<file path="src/shared/fgp_pkg.sv">
package fgp_pkg;
	localparam int         PORT_WIDTH          = 4;
	localparam int         REG_WIDTH           = 8;
	localparam logic [7:0] STATUS_ADDR         = 8'h03;
	localparam logic [7:0] PORT_ADDR           = 8'h06;
	localparam logic [3:0] DIR_RESET           = 4'hF;
	localparam logic [7:0] OPTION_RESET        = 8'hFF;
	localparam int         OPT_WAKE_BIT        = 7;
	localparam int         OPT_PULLUP_BIT      = 6;
	localparam int         OPT_TSRC_BIT        = 5;
	localparam int         STAT_WAKE_BIT       = 7;
	localparam int         LINE_CLKOUT         = 2;
	localparam int         LINE_MASTER_CLEAR_INPUT           = 3;
	localparam logic [3:0] PULLUP_LINES        = 4'hB;
	localparam logic [3:0] WAKE_LINES          = 4'hB;
endpackage

</file>
<file path="src/logic/fgp_port.sv">
// How it works
// - port reads return the pin levels whatever the direction
// - port reads eight bits wide, upper four bits read zero
// - line 3 is input only, its driver never enables
// - lines 0, 1, 3 share one pull-up and one wake control
// - line 3 as master clear: no wake, pull-up from configuration only
// - direction-load copies the working register into the direction register
// - direction 1 floats the pin, 0 drives it from its latch
// - direction register write-only, all ones after every reset
// - pins are sampled every cycle through the two sync stages; the source passes levels straight through, holding none
// - output latches clear on reset, then hold until software writes them again
// - fixed pin-function priority per line
// - status wake flag set after pin-change wake reset, else cleared
// - bit set/clear reads pins, modifies one bit, writes all latches
// - writes land at cycle end, reads sample at cycle start
// - timer source select 1 overrides direction on line 2
module fgp_port (
	input  wire logic                          i_clk,
	input  wire logic                          i_resetn,
	input  wire logic                          i_wake_reset,
	input  wire logic [fgp_pkg::PORT_WIDTH-1:0] i_pin,
	input  wire logic [fgp_pkg::REG_WIDTH-1:0]  i_wreg,
	input  wire logic                          i_dir_load,
	input  wire logic                          i_option_load,
	input  wire logic                          i_port_write,
	input  wire logic                          i_port_read,
	input  wire logic                          i_bit_set,
	input  wire logic                          i_bit_clear,
	input  wire logic [2:0]                    i_bit_sel,
	input  wire logic                          i_analog_0,
	input  wire logic                          i_analog_1,
	input  wire logic                          i_clkout_en,
	input  wire logic                          i_clkout_val,
	input  wire logic                          i_master_clear_input_en,
	input  wire logic                          i_cfg_pullup,
	input  wire logic                          i_sleeping,
	output logic [fgp_pkg::REG_WIDTH-1:0]       o_read_data,
	output logic [fgp_pkg::REG_WIDTH-1:0]       o_status_wake,
	output logic [fgp_pkg::PORT_WIDTH-1:0]      o_pin_out,
	output logic [fgp_pkg::PORT_WIDTH-1:0]      o_pin_oe_n,
	output logic [fgp_pkg::PORT_WIDTH-1:0]      o_pullup_en,
	output logic                               o_wake_event,
	output logic [fgp_pkg::REG_WIDTH-1:0]       o_option
);
	import fgp_pkg::*;

	////////////////////////////////////////////////////////////////
	// the logic is written for four lines inside an eight-bit register
	if (PORT_WIDTH != 4) begin : g_width_check
		$error("port logic serves exactly four lines");
	end
	if (REG_WIDTH <= PORT_WIDTH) begin : g_reg_check
		$error("register must be wider than the port");
	end
	if (LINE_MASTER_CLEAR_INPUT >= PORT_WIDTH || LINE_CLKOUT >= PORT_WIDTH) begin : g_line_check
		$error("special line outside the port");
	end

	////////////////////////////////////////////////////////////////
	logic [PORT_WIDTH-1:0] sync1_reg;
	logic [PORT_WIDTH-1:0] sync2_reg;
	logic [PORT_WIDTH-1:0] dir_reg;
	logic [PORT_WIDTH-1:0] dir_next;
	logic [PORT_WIDTH-1:0] latch_reg;
	logic [PORT_WIDTH-1:0] latch_next;
	logic [REG_WIDTH-1:0]  opt_reg;
	logic [REG_WIDTH-1:0]  opt_next;
	logic                  wuf_reg;
	logic                  wuf_next;
	logic [REG_WIDTH-1:0]  rd_reg;
	logic [REG_WIDTH-1:0]  rd_next;
	logic [PORT_WIDTH-1:0] snap_reg;
	logic [PORT_WIDTH-1:0] snap_next;
	logic [PORT_WIDTH-1:0] out_reg;
	logic [PORT_WIDTH-1:0] out_next;
	logic [PORT_WIDTH-1:0] oen_reg;
	logic [PORT_WIDTH-1:0] oen_next;
	logic [PORT_WIDTH-1:0] pu_reg;
	logic [PORT_WIDTH-1:0] pu_next;
	logic                  wev_reg;
	logic                  wev_next;
	logic [PORT_WIDTH-1:0] wake_mask;
	logic [REG_WIDTH-1:0]  rmw;
	logic                  bit_op;
	logic                  pin_sample;

	////////////////////////////////////////////////////////////////
	// only the second stage may be read; the first can be metastable
	// costs two cycles of read latency against the raw pins
	always_ff @(posedge i_clk) begin
		sync1_reg <= i_pin;
		sync2_reg <= sync1_reg;
	end

	////////////////////////////////////////////////////////////////
	// strobes that sample the pins this cycle
	assign bit_op     = i_bit_set || i_bit_clear;
	assign pin_sample = i_port_read || bit_op;

	////////////////////////////////////////////////////////////////
	// register state: direction, latches, option, read data
	always_comb begin
		dir_next   = dir_reg;
		latch_next = latch_reg;
		opt_next   = opt_reg;
		rd_next    = rd_reg;
		// pins read at cycle start, zero-extended above the port
		rmw        = {{(REG_WIDTH-PORT_WIDTH){1'b0}}, sync2_reg};
		if (i_bit_set) begin
			rmw[i_bit_sel] = 1'b1;
		end
		if (i_bit_clear) begin
			rmw[i_bit_sel] = 1'b0;
		end
		if (i_dir_load) begin
			dir_next = i_wreg[PORT_WIDTH-1:0];
		end
		if (i_option_load) begin
			opt_next = i_wreg;
		end
		// a full write outranks a set or clear in the same cycle
		if (i_port_write) begin
			latch_next = i_wreg[PORT_WIDTH-1:0];
		end else if (bit_op) begin
			latch_next = rmw[PORT_WIDTH-1:0];
		end
		if (i_port_read) begin
			rd_next = {{(REG_WIDTH-PORT_WIDTH){1'b0}}, sync2_reg};
		end
		// a set or clear aimed above the port must not leak into the read
		if (bit_op) begin
			rd_next = {{(REG_WIDTH-PORT_WIDTH){1'b0}}, rmw[PORT_WIDTH-1:0]};
		end
	end

	always_ff @(posedge i_clk) begin
		if (!i_resetn) begin
			dir_reg   <= DIR_RESET;
			latch_reg <= '0;
			opt_reg   <= OPTION_RESET;
			rd_reg    <= '0;
		end else begin
			dir_reg   <= dir_next;
			latch_reg <= latch_next;
			opt_reg   <= opt_next;
			rd_reg    <= rd_next;
		end
	end

	////////////////////////////////////////////////////////////////
	// pin ownership, drive and pull-ups
	always_comb begin
		out_next = latch_reg;
		oen_next = dir_reg;
		if (i_analog_0) begin
			oen_next[0] = 1'b1;
		end
		if (i_analog_1) begin
			oen_next[1] = 1'b1;
		end
		if (i_clkout_en) begin
			oen_next[LINE_CLKOUT] = 1'b0;
			out_next[LINE_CLKOUT] = i_clkout_val;
		end else if (opt_reg[OPT_TSRC_BIT]) begin
			oen_next[LINE_CLKOUT] = 1'b1;
		end
		// line 3 can never drive, whatever its direction bit says
		oen_next[LINE_MASTER_CLEAR_INPUT] = 1'b1;
		out_next[LINE_MASTER_CLEAR_INPUT] = 1'b0;
		// shared active-low control covers lines 0, 1 and 3 at once, line 3 only while master clear is off
		pu_next = opt_reg[OPT_PULLUP_BIT] ? '0 : PULLUP_LINES;
		if (i_master_clear_input_en) begin
			pu_next[LINE_MASTER_CLEAR_INPUT] = i_cfg_pullup;
		end
	end

	////////////////////////////////////////////////////////////////
	// wake on change against the last value read
	always_comb begin
		wake_mask = opt_reg[OPT_WAKE_BIT] ? '0 : WAKE_LINES;
		if (i_master_clear_input_en) begin
			wake_mask[LINE_MASTER_CLEAR_INPUT] = 1'b0;
		end
		// snapshot taken by every access that samples the pins
		snap_next = pin_sample ? sync2_reg : snap_reg;
		wev_next  = i_sleeping && |((sync2_reg ^ snap_reg) & wake_mask);
		// flag is only rewritten by reset; the core's reset cause decides it
		wuf_next  = i_resetn ? wuf_reg : i_wake_reset;
	end

	always_ff @(posedge i_clk) begin
		if (!i_resetn) begin
			out_reg  <= '0;
			oen_reg  <= DIR_RESET;
			pu_reg   <= '0;
			snap_reg <= '0;
			wev_reg  <= 1'b0;
		end else begin
			out_reg  <= out_next;
			oen_reg  <= oen_next;
			pu_reg   <= pu_next;
			snap_reg <= snap_next;
			wev_reg  <= wev_next;
		end
	end

	////////////////////////////////////////////////////////////////
	// the flag follows the reset cause, so it is loaded while reset is low
	always_ff @(posedge i_clk) begin
		wuf_reg <= wuf_next;
	end

	////////////////////////////////////////////////////////////////
	assign o_read_data   = rd_reg;
	assign o_status_wake = {wuf_reg, {(REG_WIDTH-1){1'b0}}};
	assign o_pin_out     = out_reg;
	assign o_pin_oe_n    = oen_reg;
	assign o_pullup_en   = pu_reg;
	assign o_wake_event  = wev_reg;
	assign o_option      = opt_reg;
endmodule

</file>
<file path="config.mk">
export PLATFORM = sky130hd
export DESIGN_NAME = fgp_port
export DESIGN_NICKNAME = d
export VERILOG_FILES = /design/src/shared/fgp_pkg.sv /design/src/logic/fgp_port.sv
export SDC_FILE = /design/constraint.sdc
export NUM_CORES = 1
export LEC_CHECK = 0
export ABC_AREA = 1
export BUFFER_PORTS_ARGS = -buffer_cell sky130_fd_sc_hd__buf_4
export CORE_ASPECT_RATIO = 0.9
export CORE_MARGIN = 2
export CORE_UTILIZATION = 46
export DETAILED_ROUTE_END_ITERATION = 10
export HOLD_SLACK_MARGIN = 0.05
export PLACE_DENSITY_LB_ADDON = 0.3
export REMOVE_ABC_BUFFERS = 1
export SETUP_SLACK_MARGIN = 0.5
export SYNTH_ARGS = -nofsm -noshare
export SYNTH_HDL_FRONTEND = slang
export SYNTH_SLANG_ARGS = --single-unit
</file>
<file path="constraint.sdc">
create_clock -name i_clk -period 1.36 [get_ports i_clk]
set_clock_uncertainty 0.15 [all_clocks]
set_input_delay 0.272 -clock i_clk [delete_from_list [all_inputs] [get_ports i_clk]]
set_output_delay 0.272 -clock i_clk [all_outputs]
set_load 0.1 [all_outputs]
</file>
==> flow_metrics.py, run 1 <==
metrics = {
    "routing": {
        "ant_nets": 0,
        "routed.top_layer": "met4",
        "drt-initial-drc-count": 58,
        "wl_met2_mm": 1.99,
        "finalWirelength_mm": 3.75,
        "vias": 1398,
        "dr.pass1.iters": 6,
        "viasPerCell": 4.72,
        "post_drt_wl_per_cell_um": 12.7,
        "wl_met1_mm": 1.40,
        "route.met3.wl_um": 270,
        "route.detailed.drc": 0,
    },
    "clock_tree": {
        "clk_latency_ns": 0.30,
        "cts_tree": "done",
        "clockRootBuffer": "clkbuf_8",
        "clkTransAtPathRegs_ns": 0.07,
        "clockBufferDepth": 2,
        "htree_levels": 2,
        "cts_sinks": 39,
        "cts_buffers": 5,
    },
    "grt": {
        "grt_pass1_vias": 1319,
        "grt_max_degree": 17,
        "grt_pass1_wl_mm": 5.74,
        "grt_usage_pct": 20.2,
        "grt_overflow": 0,
        "antenna_found_initial": 0,
    },
    "worst_setup_path": {
        "slowest_stage": "edfxtp_1",
        "crit_buf_inv": 1,
        "required_ns": 0.94,
        "cpLargestDelayFamily": "flip-flops",
        "start_kind": "register",
        "cpPeakStageDelay_ns": 0.38,
        "reg2reg_slack_ns": 0.39,
        "cp-end-kind": "output pin",
        "worstSetupPathType": "register to output pin",
        "worstPathMaxFanout": 1,
        "worstPathCellList": "buf_6",
        "arrival_ns": 0.87,
    },
    "logic_synthesis": {
        "yosysSeqAreaShare_pct": 50.8,
        "synth-main-ff-cell": "dfxtp_1",
        "synth_edf_count": 1,
        "synthMuxAreaShare_pct": 0,
        "synth_area_um2": 1560,
        "yosys.area_share.simple_pct": 22.3,
        "synth-xor-area-share_pct": 1.13,
        "ys_seq_elements": 39,
        "synth_compound_area_share_pct": 10.1,
        "synthAdderAreaFrac_pct": 0,
        "synth_top_family_by_area": "simple AND/OR/NAND/NOR gates",
        "netlist_top_cells_area": "dfxtp_1 49%, nand2_1 11%, buf_4 7.7%",
        "synth.most_common_cell": "nand2_1",
        "post-synth-top-area-cell": "dfxtp_1",
        "yosys_warnings": 0,
        "async_flop_share_pct": 0,
        "synth_top_area_share_pct": 48.9,
        "synth_top_cells_by_count": "44 x nand2_1, 38 x dfxtp_1, 17 x inv_1, 17 x nand3_1, 16 x buf_4",
        "synth.avg_cell_area_um2": 8.32,
        "synth_cell_type_count": 24,
        "syn-instance-count": 187,
    },
    "pwr": {
        "p_clk_share_pct": 27.9,
        "p_comb_share_pct": 30.8,
        "pwr-share-seq_pct": 41.3,
        "leakagePower_uw": 0.00119,
        "switchingPower_uw": 1120,
        "ir_drop_uv": 903,
        "power.internal_uw": 2000,
        "swShare_pct": 35.9,
        "p_per_area_nw_per_um2": 1230,
    },
    "min_path": {
        "min_path_type": "input pin to register",
    },
    "die": {
        "start_util_pct": 47.1,
        "coreArea_um2": 3300,
        "io_pins": 68,
        "num_rows": 20,
        "fp.dieW_um": 65.3,
        "die_h_um": 59.2,
        "die_area_um2": 3870,
    },
    "placed_design": {
        "port_buffers": 53,
        "place_inst": 278,
        "hpwl_mm": 2.21,
        "gp_congestion": 0.817,
    },
    "timing": {
        "hold_ws_ns": -0.0760,
        "rsz0062_at_grt": "true",
        "maxSlewViolCount": 0,
        "setup_violations": 0,
        "min_period_ns": 1.29,
        "fin_setup_tns_ns": 0,
        "fmax_ghz": 0.773,
        "hold_viol": 6,
        "min_period_over_period_pct": 95.2,
    },
    "status": {
        "violations": "negative hold slack",
        "status": "finished, violations left",
    },
    "finish": {
        "n_antenna_cell": 0,
        "area_growth_pct": 62.3,
        "ff_latch_area_um2": 833,
        "multi_input_area_um2": 663,
        "fill_cells": 215,
        "fin_cells": 296,
        "drive_gt1_share_pct": 55.2,
        "final_nets": 282,
        "largest_reg_flops": 8,
    },
    "flow_run": {
        "cap_violations": 0,
    },
}
-- per-stage QoR --
stage	hold WS [ns]	setup WS (ns)	utilization [%]	instance area (um2)	power (uW)
2_1_floorplan	0.150	-0.615	-	1440	1870
3_3_place_gp	0.162	0.135	57.8	1910	2050
3_5_place_dp	0.163	0.112	57.8	1910	2060
4_1_cts	-0.0848	0.0601	73.1	2420	3080
5_1_grt	-0.0899	0.0368	76.5	2530	3230
6_report	-0.0760	0.0656	76.5	2530	3120
-- final cells by class --
class	instances	share of cell area, %
timing repair buffer	64	31.0
clock inverter	1	0.297
clock buffer	7	3.81
tap	44	2.18
multi-input combinational	121	26.3
sequential	39	33.0
inverter	20	3.52
-- per-layer routing --
metal  up-vias  global-route usage, %
met5         -                      0
met4         0                   11.3
met3         8                   7.60
met2        61                   35.4
met1       630                   20.9
li1        699                      -
-- power by group through the flow --
stage | Sequential [uW] | Clock [uW] | Combinational [uW]
after floorplan | 1580 | 0 | 285
after global placement | 1280 | 0 | 772
after detailed placement | 1280 | 0 | 777
after CTS | 1290 | 876 | 915
after global routing | 1290 | 938 | 998
final | 1290 | 869 | 961
-- final timing paths --
path	cells after the start	start	to
worst max register to register	4	o_read_data[2]	o_read_data[2]
worst min-delay path	1	i_pin[1]	sync1_reg[1]
worst min register to register	0	sync1_reg[3]	sync2_reg[3]
worst max-delay path	1	wuf_reg	o_status_wake[7]
-- cells in the final DEF (no fill, tap or decap), drive strengths merged --
master	Yosys	layout
clkbuf	0	7
inv	20	19
edfxtp	1	1
a21oi	10	10
nand2	46	47
xnor2	2	2
buf	20	64
or3	1	1
o21ai	12	12
clkinvlp	0	2
dfxtp	38	38
a31oi	1	1
conb	2	14
nor2	13	13
nand3	17	17
o21bai	1	1
nand4	3	3
-- timing repair --
action	CTS	global route
pin swaps	9	10
resized for setup	109	29
gates cloned	1	0
endpoints found under the setup margin	35	37
endpoints found under the hold margin	14	8
buffers inserted	5	4
-- kinds of logic after synthesis --
group / Yosys count
and+or+nand+nor: 80
buffers and inverters: 40
DFF: 39
AOI/OAI and AO/OA: 24
xor gates and xnor gates: 2
other: 2
Note: power is estimated with default switching activity, not from simulation.
==> run 2, diff against run 1 <==
CELL_PAD_IN_SITES_DETAIL_PLACEMENT = 0   (was not set)
CELL_PAD_IN_SITES_GLOBAL_PLACEMENT = 1   (was not set)
CORE_UTILIZATION = 33   (was 46)
==> flow_metrics.py, run 2 (synthesized netlist as in run 1, its figures left out) <==
metrics = {
    "worst_setup_path": {
        "required_ns": 0.94,
        "crit_buf_inv": 1,
        "cp-end-kind": "output pin",
        "cpLargestDelayFamily": "flip-flops",
        "worstPathCellList": "buf_6",
        "worstSetupPathType": "register to output pin",
        "start_kind": "register",
        "arrival_ns": 0.85,
        "worstPathMaxFanout": 1,
        "slowest_stage": "edfxtp_1",
        "cpPeakStageDelay_ns": 0.38,
    },
    "die": {
        "start_util_pct": 34.7,
        "io_pins": 68,
        "die_area_um2": 5280,
        "num_rows": 23,
        "coreArea_um2": 4490,
        "die_h_um": 69.2,
        "fp.dieW_um": 76.4,
    },
    "pwr": {
        "power_uw": 2980,
        "power.internal_uw": 1900,
        "pwr-share-seq_pct": 43.1,
        "leakagePower_uw": 0.00118,
        "switchingPower_uw": 1080,
        "p_comb_share_pct": 32.2,
        "p_clk_share_pct": 24.8,
        "ir_drop_uv": 538,
        "p_per_area_nw_per_um2": 1170,
        "swShare_pct": 36.4,
    },
    "clock_tree": {
        "clockRootBuffer": "clkbuf_8",
        "clk_latency_ns": 0.28,
        "htree_levels": 2,
        "cts_sinks": 39,
        "cts_tree": "done",
        "clockBufferDepth": 2,
        "cts_buffers": 5,
        "clkTransAtPathRegs_ns": 0.07,
    },
    "placed_design": {
        "port_buffers": 53,
        "gp_congestion": 0.767,
        "dpl_cell_area_um2": 1930,
        "place_inst": 296,
        "hpwl_mm": 2.37,
    },
    "grt": {
        "antenna_found_initial": 0,
        "grt_overflow": 0,
        "grt_usage_pct": 13.7,
        "grt_pass1_wl_mm": 5.78,
        "grt_max_degree": 16,
        "grt_pass1_vias": 1256,
    },
    "routing": {
        "finalWirelength_mm": 3.49,
        "vias": 1348,
        "post_drt_wl_per_cell_um": 11.1,
        "route.detailed.drc": 0,
        "ant_nets": 0,
        "dr.pass1.iters": 5,
        "viasPerCell": 4.29,
        "drt-initial-drc-count": 51,
    },
    "finish": {
        "design_area_um2": 2540,
        "fill_cells": 429,
        "final_nets": 282,
        "n_antenna_cell": 0,
        "largest_reg_flops": 8,
        "final_cell_mix": "35 x buf_4, 33 x nand2_1, 22 x buf_12",
        "area_growth_pct": 63.4,
        "final_common_cell": "buf_4",
        "fin_cells": 314,
        "drive_gt1_share_pct": 55.2,
    },
    "timing": {
        "maxSlewViolCount": 0,
        "fmax_ghz": 0.784,
        "min_period_over_period_pct": 93.8,
        "min_period_ns": 1.28,
        "hold_viol": 4,
        "hold_ws_ns": -0.0629,
        "rsz0062_at_grt": "true",
        "setup_violations": 0,
    },
    "min_path": {
        "min_path_type": "input pin to register",
    },
    "flow_run": {
        "cap_violations": 0,
    },
    "status": {
        "violations": "negative hold slack",
        "status": "finished, violations left",
    },
}
==> run 2: repair_timing <==
item	CTS	global route
gates resized for setup	114	28
setup endpoints to repair	36	37
gates cloned	1	0
pin swaps	6	10
endpoints found under the hold margin	12	8
setup buffers	5	4
==> run 2: area by class of cell <==
type / count / area, um2 / area share [%]
flip-flops and latches: 39 / 835 / 32.8
repair buffers: 64 / 782 / 30.7
multi-input cells: 121 / 679 / 26.7
inverters: 20 / 88.8 / 3.49
well taps: 62 / 77.6 / 3.05
clock buffers: 7 / 76.3 / 3.00
clock inverters: 1 / 5.00 / 0.197
==> run 2: power groups by stage <==
stage          clock, uW  sequential (uW)  combinational, uW
6_report             738             1280                958
5_1_grt              814             1290               1000
4_1_cts              767             1280                918
3_5_place_dp           0             1280                779
3_3_place_gp           0             1280                778
2_1_floorplan          0             1580                285
==> run 2: layer usage <==
| metal | GRT usage [%] | wire, um | up-vias | part of all wire [%] |
|---|---|---|---|---|
| met4 | 5.45 | 44 | 0 | 1.3 |
| met5 | 0 | 0 | - | 0 |
| met2 | 21.4 | 1650 | 50 | 47 |
| met1 | 17.3 | 1570 | 601 | 45 |
| met3 | 4.71 | 229 | 4 | 6.6 |
| li1 | - | - | 693 | - |
==> run 2: path summary, 6_finish.rpt <==
path | start | slack, ns | cells after the start | endpoint
worst max register to register | o_read_data[0] | 0.36 | 4 | o_read_data[0]
worst min-delay path | i_pin[2] | -0.06 | 1 | sync1_reg[2]
worst max-delay path | wuf_reg | 0.08 | 1 | o_status_wake[7]
worst min register to register | sync1_reg[1] | 0.18 | 0 | sync2_reg[1]
==> run 2: worst reg2reg max path: stages (launching register included) <==
cell     delay (ns)
dfxtp_4        0.35
buf_4          0.13
buf_6          0.10
o21ai_2        0.12
a21oi_2        0.04
==> run 2: per-stage QoR <==
| stage | utilization [%] | worst slack (ns) | hold slack (ns) | setup TNS, ns |
|---|---|---|---|---|
| 6_report | 56.7 | 0.0849 | -0.0629 | 0 |
| 5_1_grt | 56.7 | 0.0563 | -0.0784 | 0 |
| 4_1_cts | 54.1 | 0.0713 | -0.0723 | 0 |
| 3_5_place_dp | 43.0 | 0.101 | 0.163 | 0 |
| 3_3_place_gp | 43.0 | 0.115 | 0.160 | 0 |
| 2_1_floorplan | - | -0.615 | 0.150 | -1.77 |
==> run 3, diff against run 2 <==
CORE_UTILIZATION = 34   (was 33)
CTS_BUF_LIST = sky130_fd_sc_hd__clkbuf_8   (was not set)
PLACE_DENSITY = 0.87   (was not set)
PLACE_DENSITY_LB_ADDON = not set   (was 0.3)
==> flow_metrics.py, run 3 (synthesized netlist as in run 1, its figures left out) <==
metrics = {
    "die": {
        "die_h_um": 68.2,
        "die_area_um2": 5140,
        "io_pins": 68,
        "num_rows": 23,
        "start_util_pct": 35.1,
        "fp.dieW_um": 75.3,
        "coreArea_um2": 4430,
    },
    "grt": {
        "grt_overflow": 0,
        "grt_usage_pct": 14.0,
        "grt_pass1_wl_mm": 5.42,
        "grt_pass1_vias": 1246,
        "antenna_found_initial": 0,
        "grt_max_degree": 13,
    },
    "finish": {
        "largest_reg_flops": 8,
        "n_antenna_cell": 0,
        "final_nets": 283,
        "final_cell_mix": "38 x nand2_1, 35 x buf_4, 24 x dfxtp_2",
        "design_area_um2": 2590,
        "area_growth_pct": 66.5,
        "fill_cells": 419,
        "drive_gt1_share_pct": 54.2,
        "fin_cells": 315,
        "final_common_cell": "nand2_1",
    },
    "placed_design": {
        "pre_cts_ws_ns": 0.116,
        "port_buffers": 53,
        "dpl_cell_area_um2": 1930,
        "gp_congestion": 0.769,
        "place_inst": 296,
        "hpwl_mm": 2.34,
    },
    "worst_setup_path": {
        "cpPeakStageDelay_ns": 0.39,
        "reg2reg_slack_ns": 0.37,
        "crit_buf_inv": 1,
        "reg2reg_from": "o_read_data[1]",
        "r2r_end": "o_read_data[1]",
        "cpLargestDelayFamily": "flip-flops",
        "worstPathCellList": "buf_6",
        "slowest_stage": "edfxtp_1",
        "start_kind": "register",
        "worstSetupPathType": "register to output pin",
        "required_ns": 0.94,
        "rr_worst_depth": 4,
        "arrival_ns": 0.87,
        "cp-end-kind": "output pin",
        "worstPathMaxFanout": 1,
    },
    "routing": {
        "drt-initial-drc-count": 85,
        "viasPerCell": 4.28,
        "dr.pass1.iters": 4,
        "finalWirelength_mm": 3.43,
        "vias": 1348,
        "ant_nets": 0,
        "post_drt_wl_per_cell_um": 10.9,
        "route.detailed.drc": 0,
    },
    "clock_tree": {
        "cts_buffers": 5,
        "clockBufferDepth": 2,
        "cts_tree": "done",
        "htree_levels": 2,
        "clockRootBuffer": "clkbuf_8",
        "cts_sinks": 39,
        "clk_latency_ns": 0.28,
        "clkTransAtPathRegs_ns": 0.07,
    },
    "timing": {
        "min_period_ns": 1.29,
        "fmax_ghz": 0.773,
        "hold_ws_ns": -0.0627,
        "fin_ws_ns": 0.0663,
        "setup_violations": 0,
        "rsz0062_at_grt": "true",
        "min_period_over_period_pct": 95.1,
        "maxSlewViolCount": 0,
        "hold_viol": 4,
    },
    "min_path": {
        "min_path_type": "input pin to register",
        "hold_start": "i_pin[0]",
        "holdPathStages": 1,
        "hold_path_end": "sync1_reg[0]",
    },
    "pwr": {
        "leakagePower_uw": 0.00121,
        "power_uw": 3360,
        "p_per_area_nw_per_um2": 1300,
        "ir_drop_uv": 887,
    },
    "status": {
        "status": "finished, violations left",
        "violations": "negative hold slack",
    },
    "flow_run": {
        "cap_violations": 0,
    },
}
[run 3: final cells by class]
type | instances | area [um2] | area share, %
Inverter | 20 | 88.8 | 3.43
Timing Repair Buffer | 65 | 802 | 31.0
Multi-Input combinational cell | 121 | 654 | 25.3
Clock inverter | 3 | 63.8 | 2.46
Clock buffer | 5 | 68.8 | 2.66
Sequential cell | 39 | 836 | 32.3
Tap cell | 62 | 77.6 | 2.99
[run 3: how the worst max path moves through the flow]
stage / from / endpoint / cells after the start
final: wuf_reg / o_status_wake[7] / 1
after global routing: wuf_reg / o_status_wake[7] / 1
after CTS: wuf_reg / o_status_wake[7] / 1
after detailed placement: i_bit_set / snap_reg[0] / 7
after global placement: i_bit_set / snap_reg[3] / 8
after floorplan: o_pullup_en[1] / o_pullup_en[0] / 0
[run 3: routing by layer]
layer  GRT usage, %  up-vias  share of wire [%]
met5              0        -                  0
met4           5.04        0               0.87
met3           6.33        5                8.2
met2           21.8       46                 49
met1           17.1      608                 42
li1               -      689                  -
[run 3: power by group]
group | internal [uW] | total, uW | switching, uW | leakage [uW]
logic | 312 | 955 | 643 | 0.000810
registers | 1230 | 1290 | 58.9 | 0.000328
clock network | 726 | 1120 | 391 | 0.0000695
total | 2270 | 3360 | 1090 | 0.00121
[run 3: what timing repair did]
action / CTS / global route
pin swaps: 8 / 10
setup buffers: 5 / 5
gates cloned: 1 / 0
endpoints found under the hold margin: 11 / 8
setup endpoints to repair: 36 / 39
resized for setup: 113 / 23
[run 3: metrics by stage]
stage,utilization (%),setup TNS [ns]
4_1_cts,56.1,0
3_5_place_dp,43.6,0
5_1_grt,58.5,0
3_3_place_gp,43.6,0
2_1_floorplan,-,-1.77
6_report,58.5,0
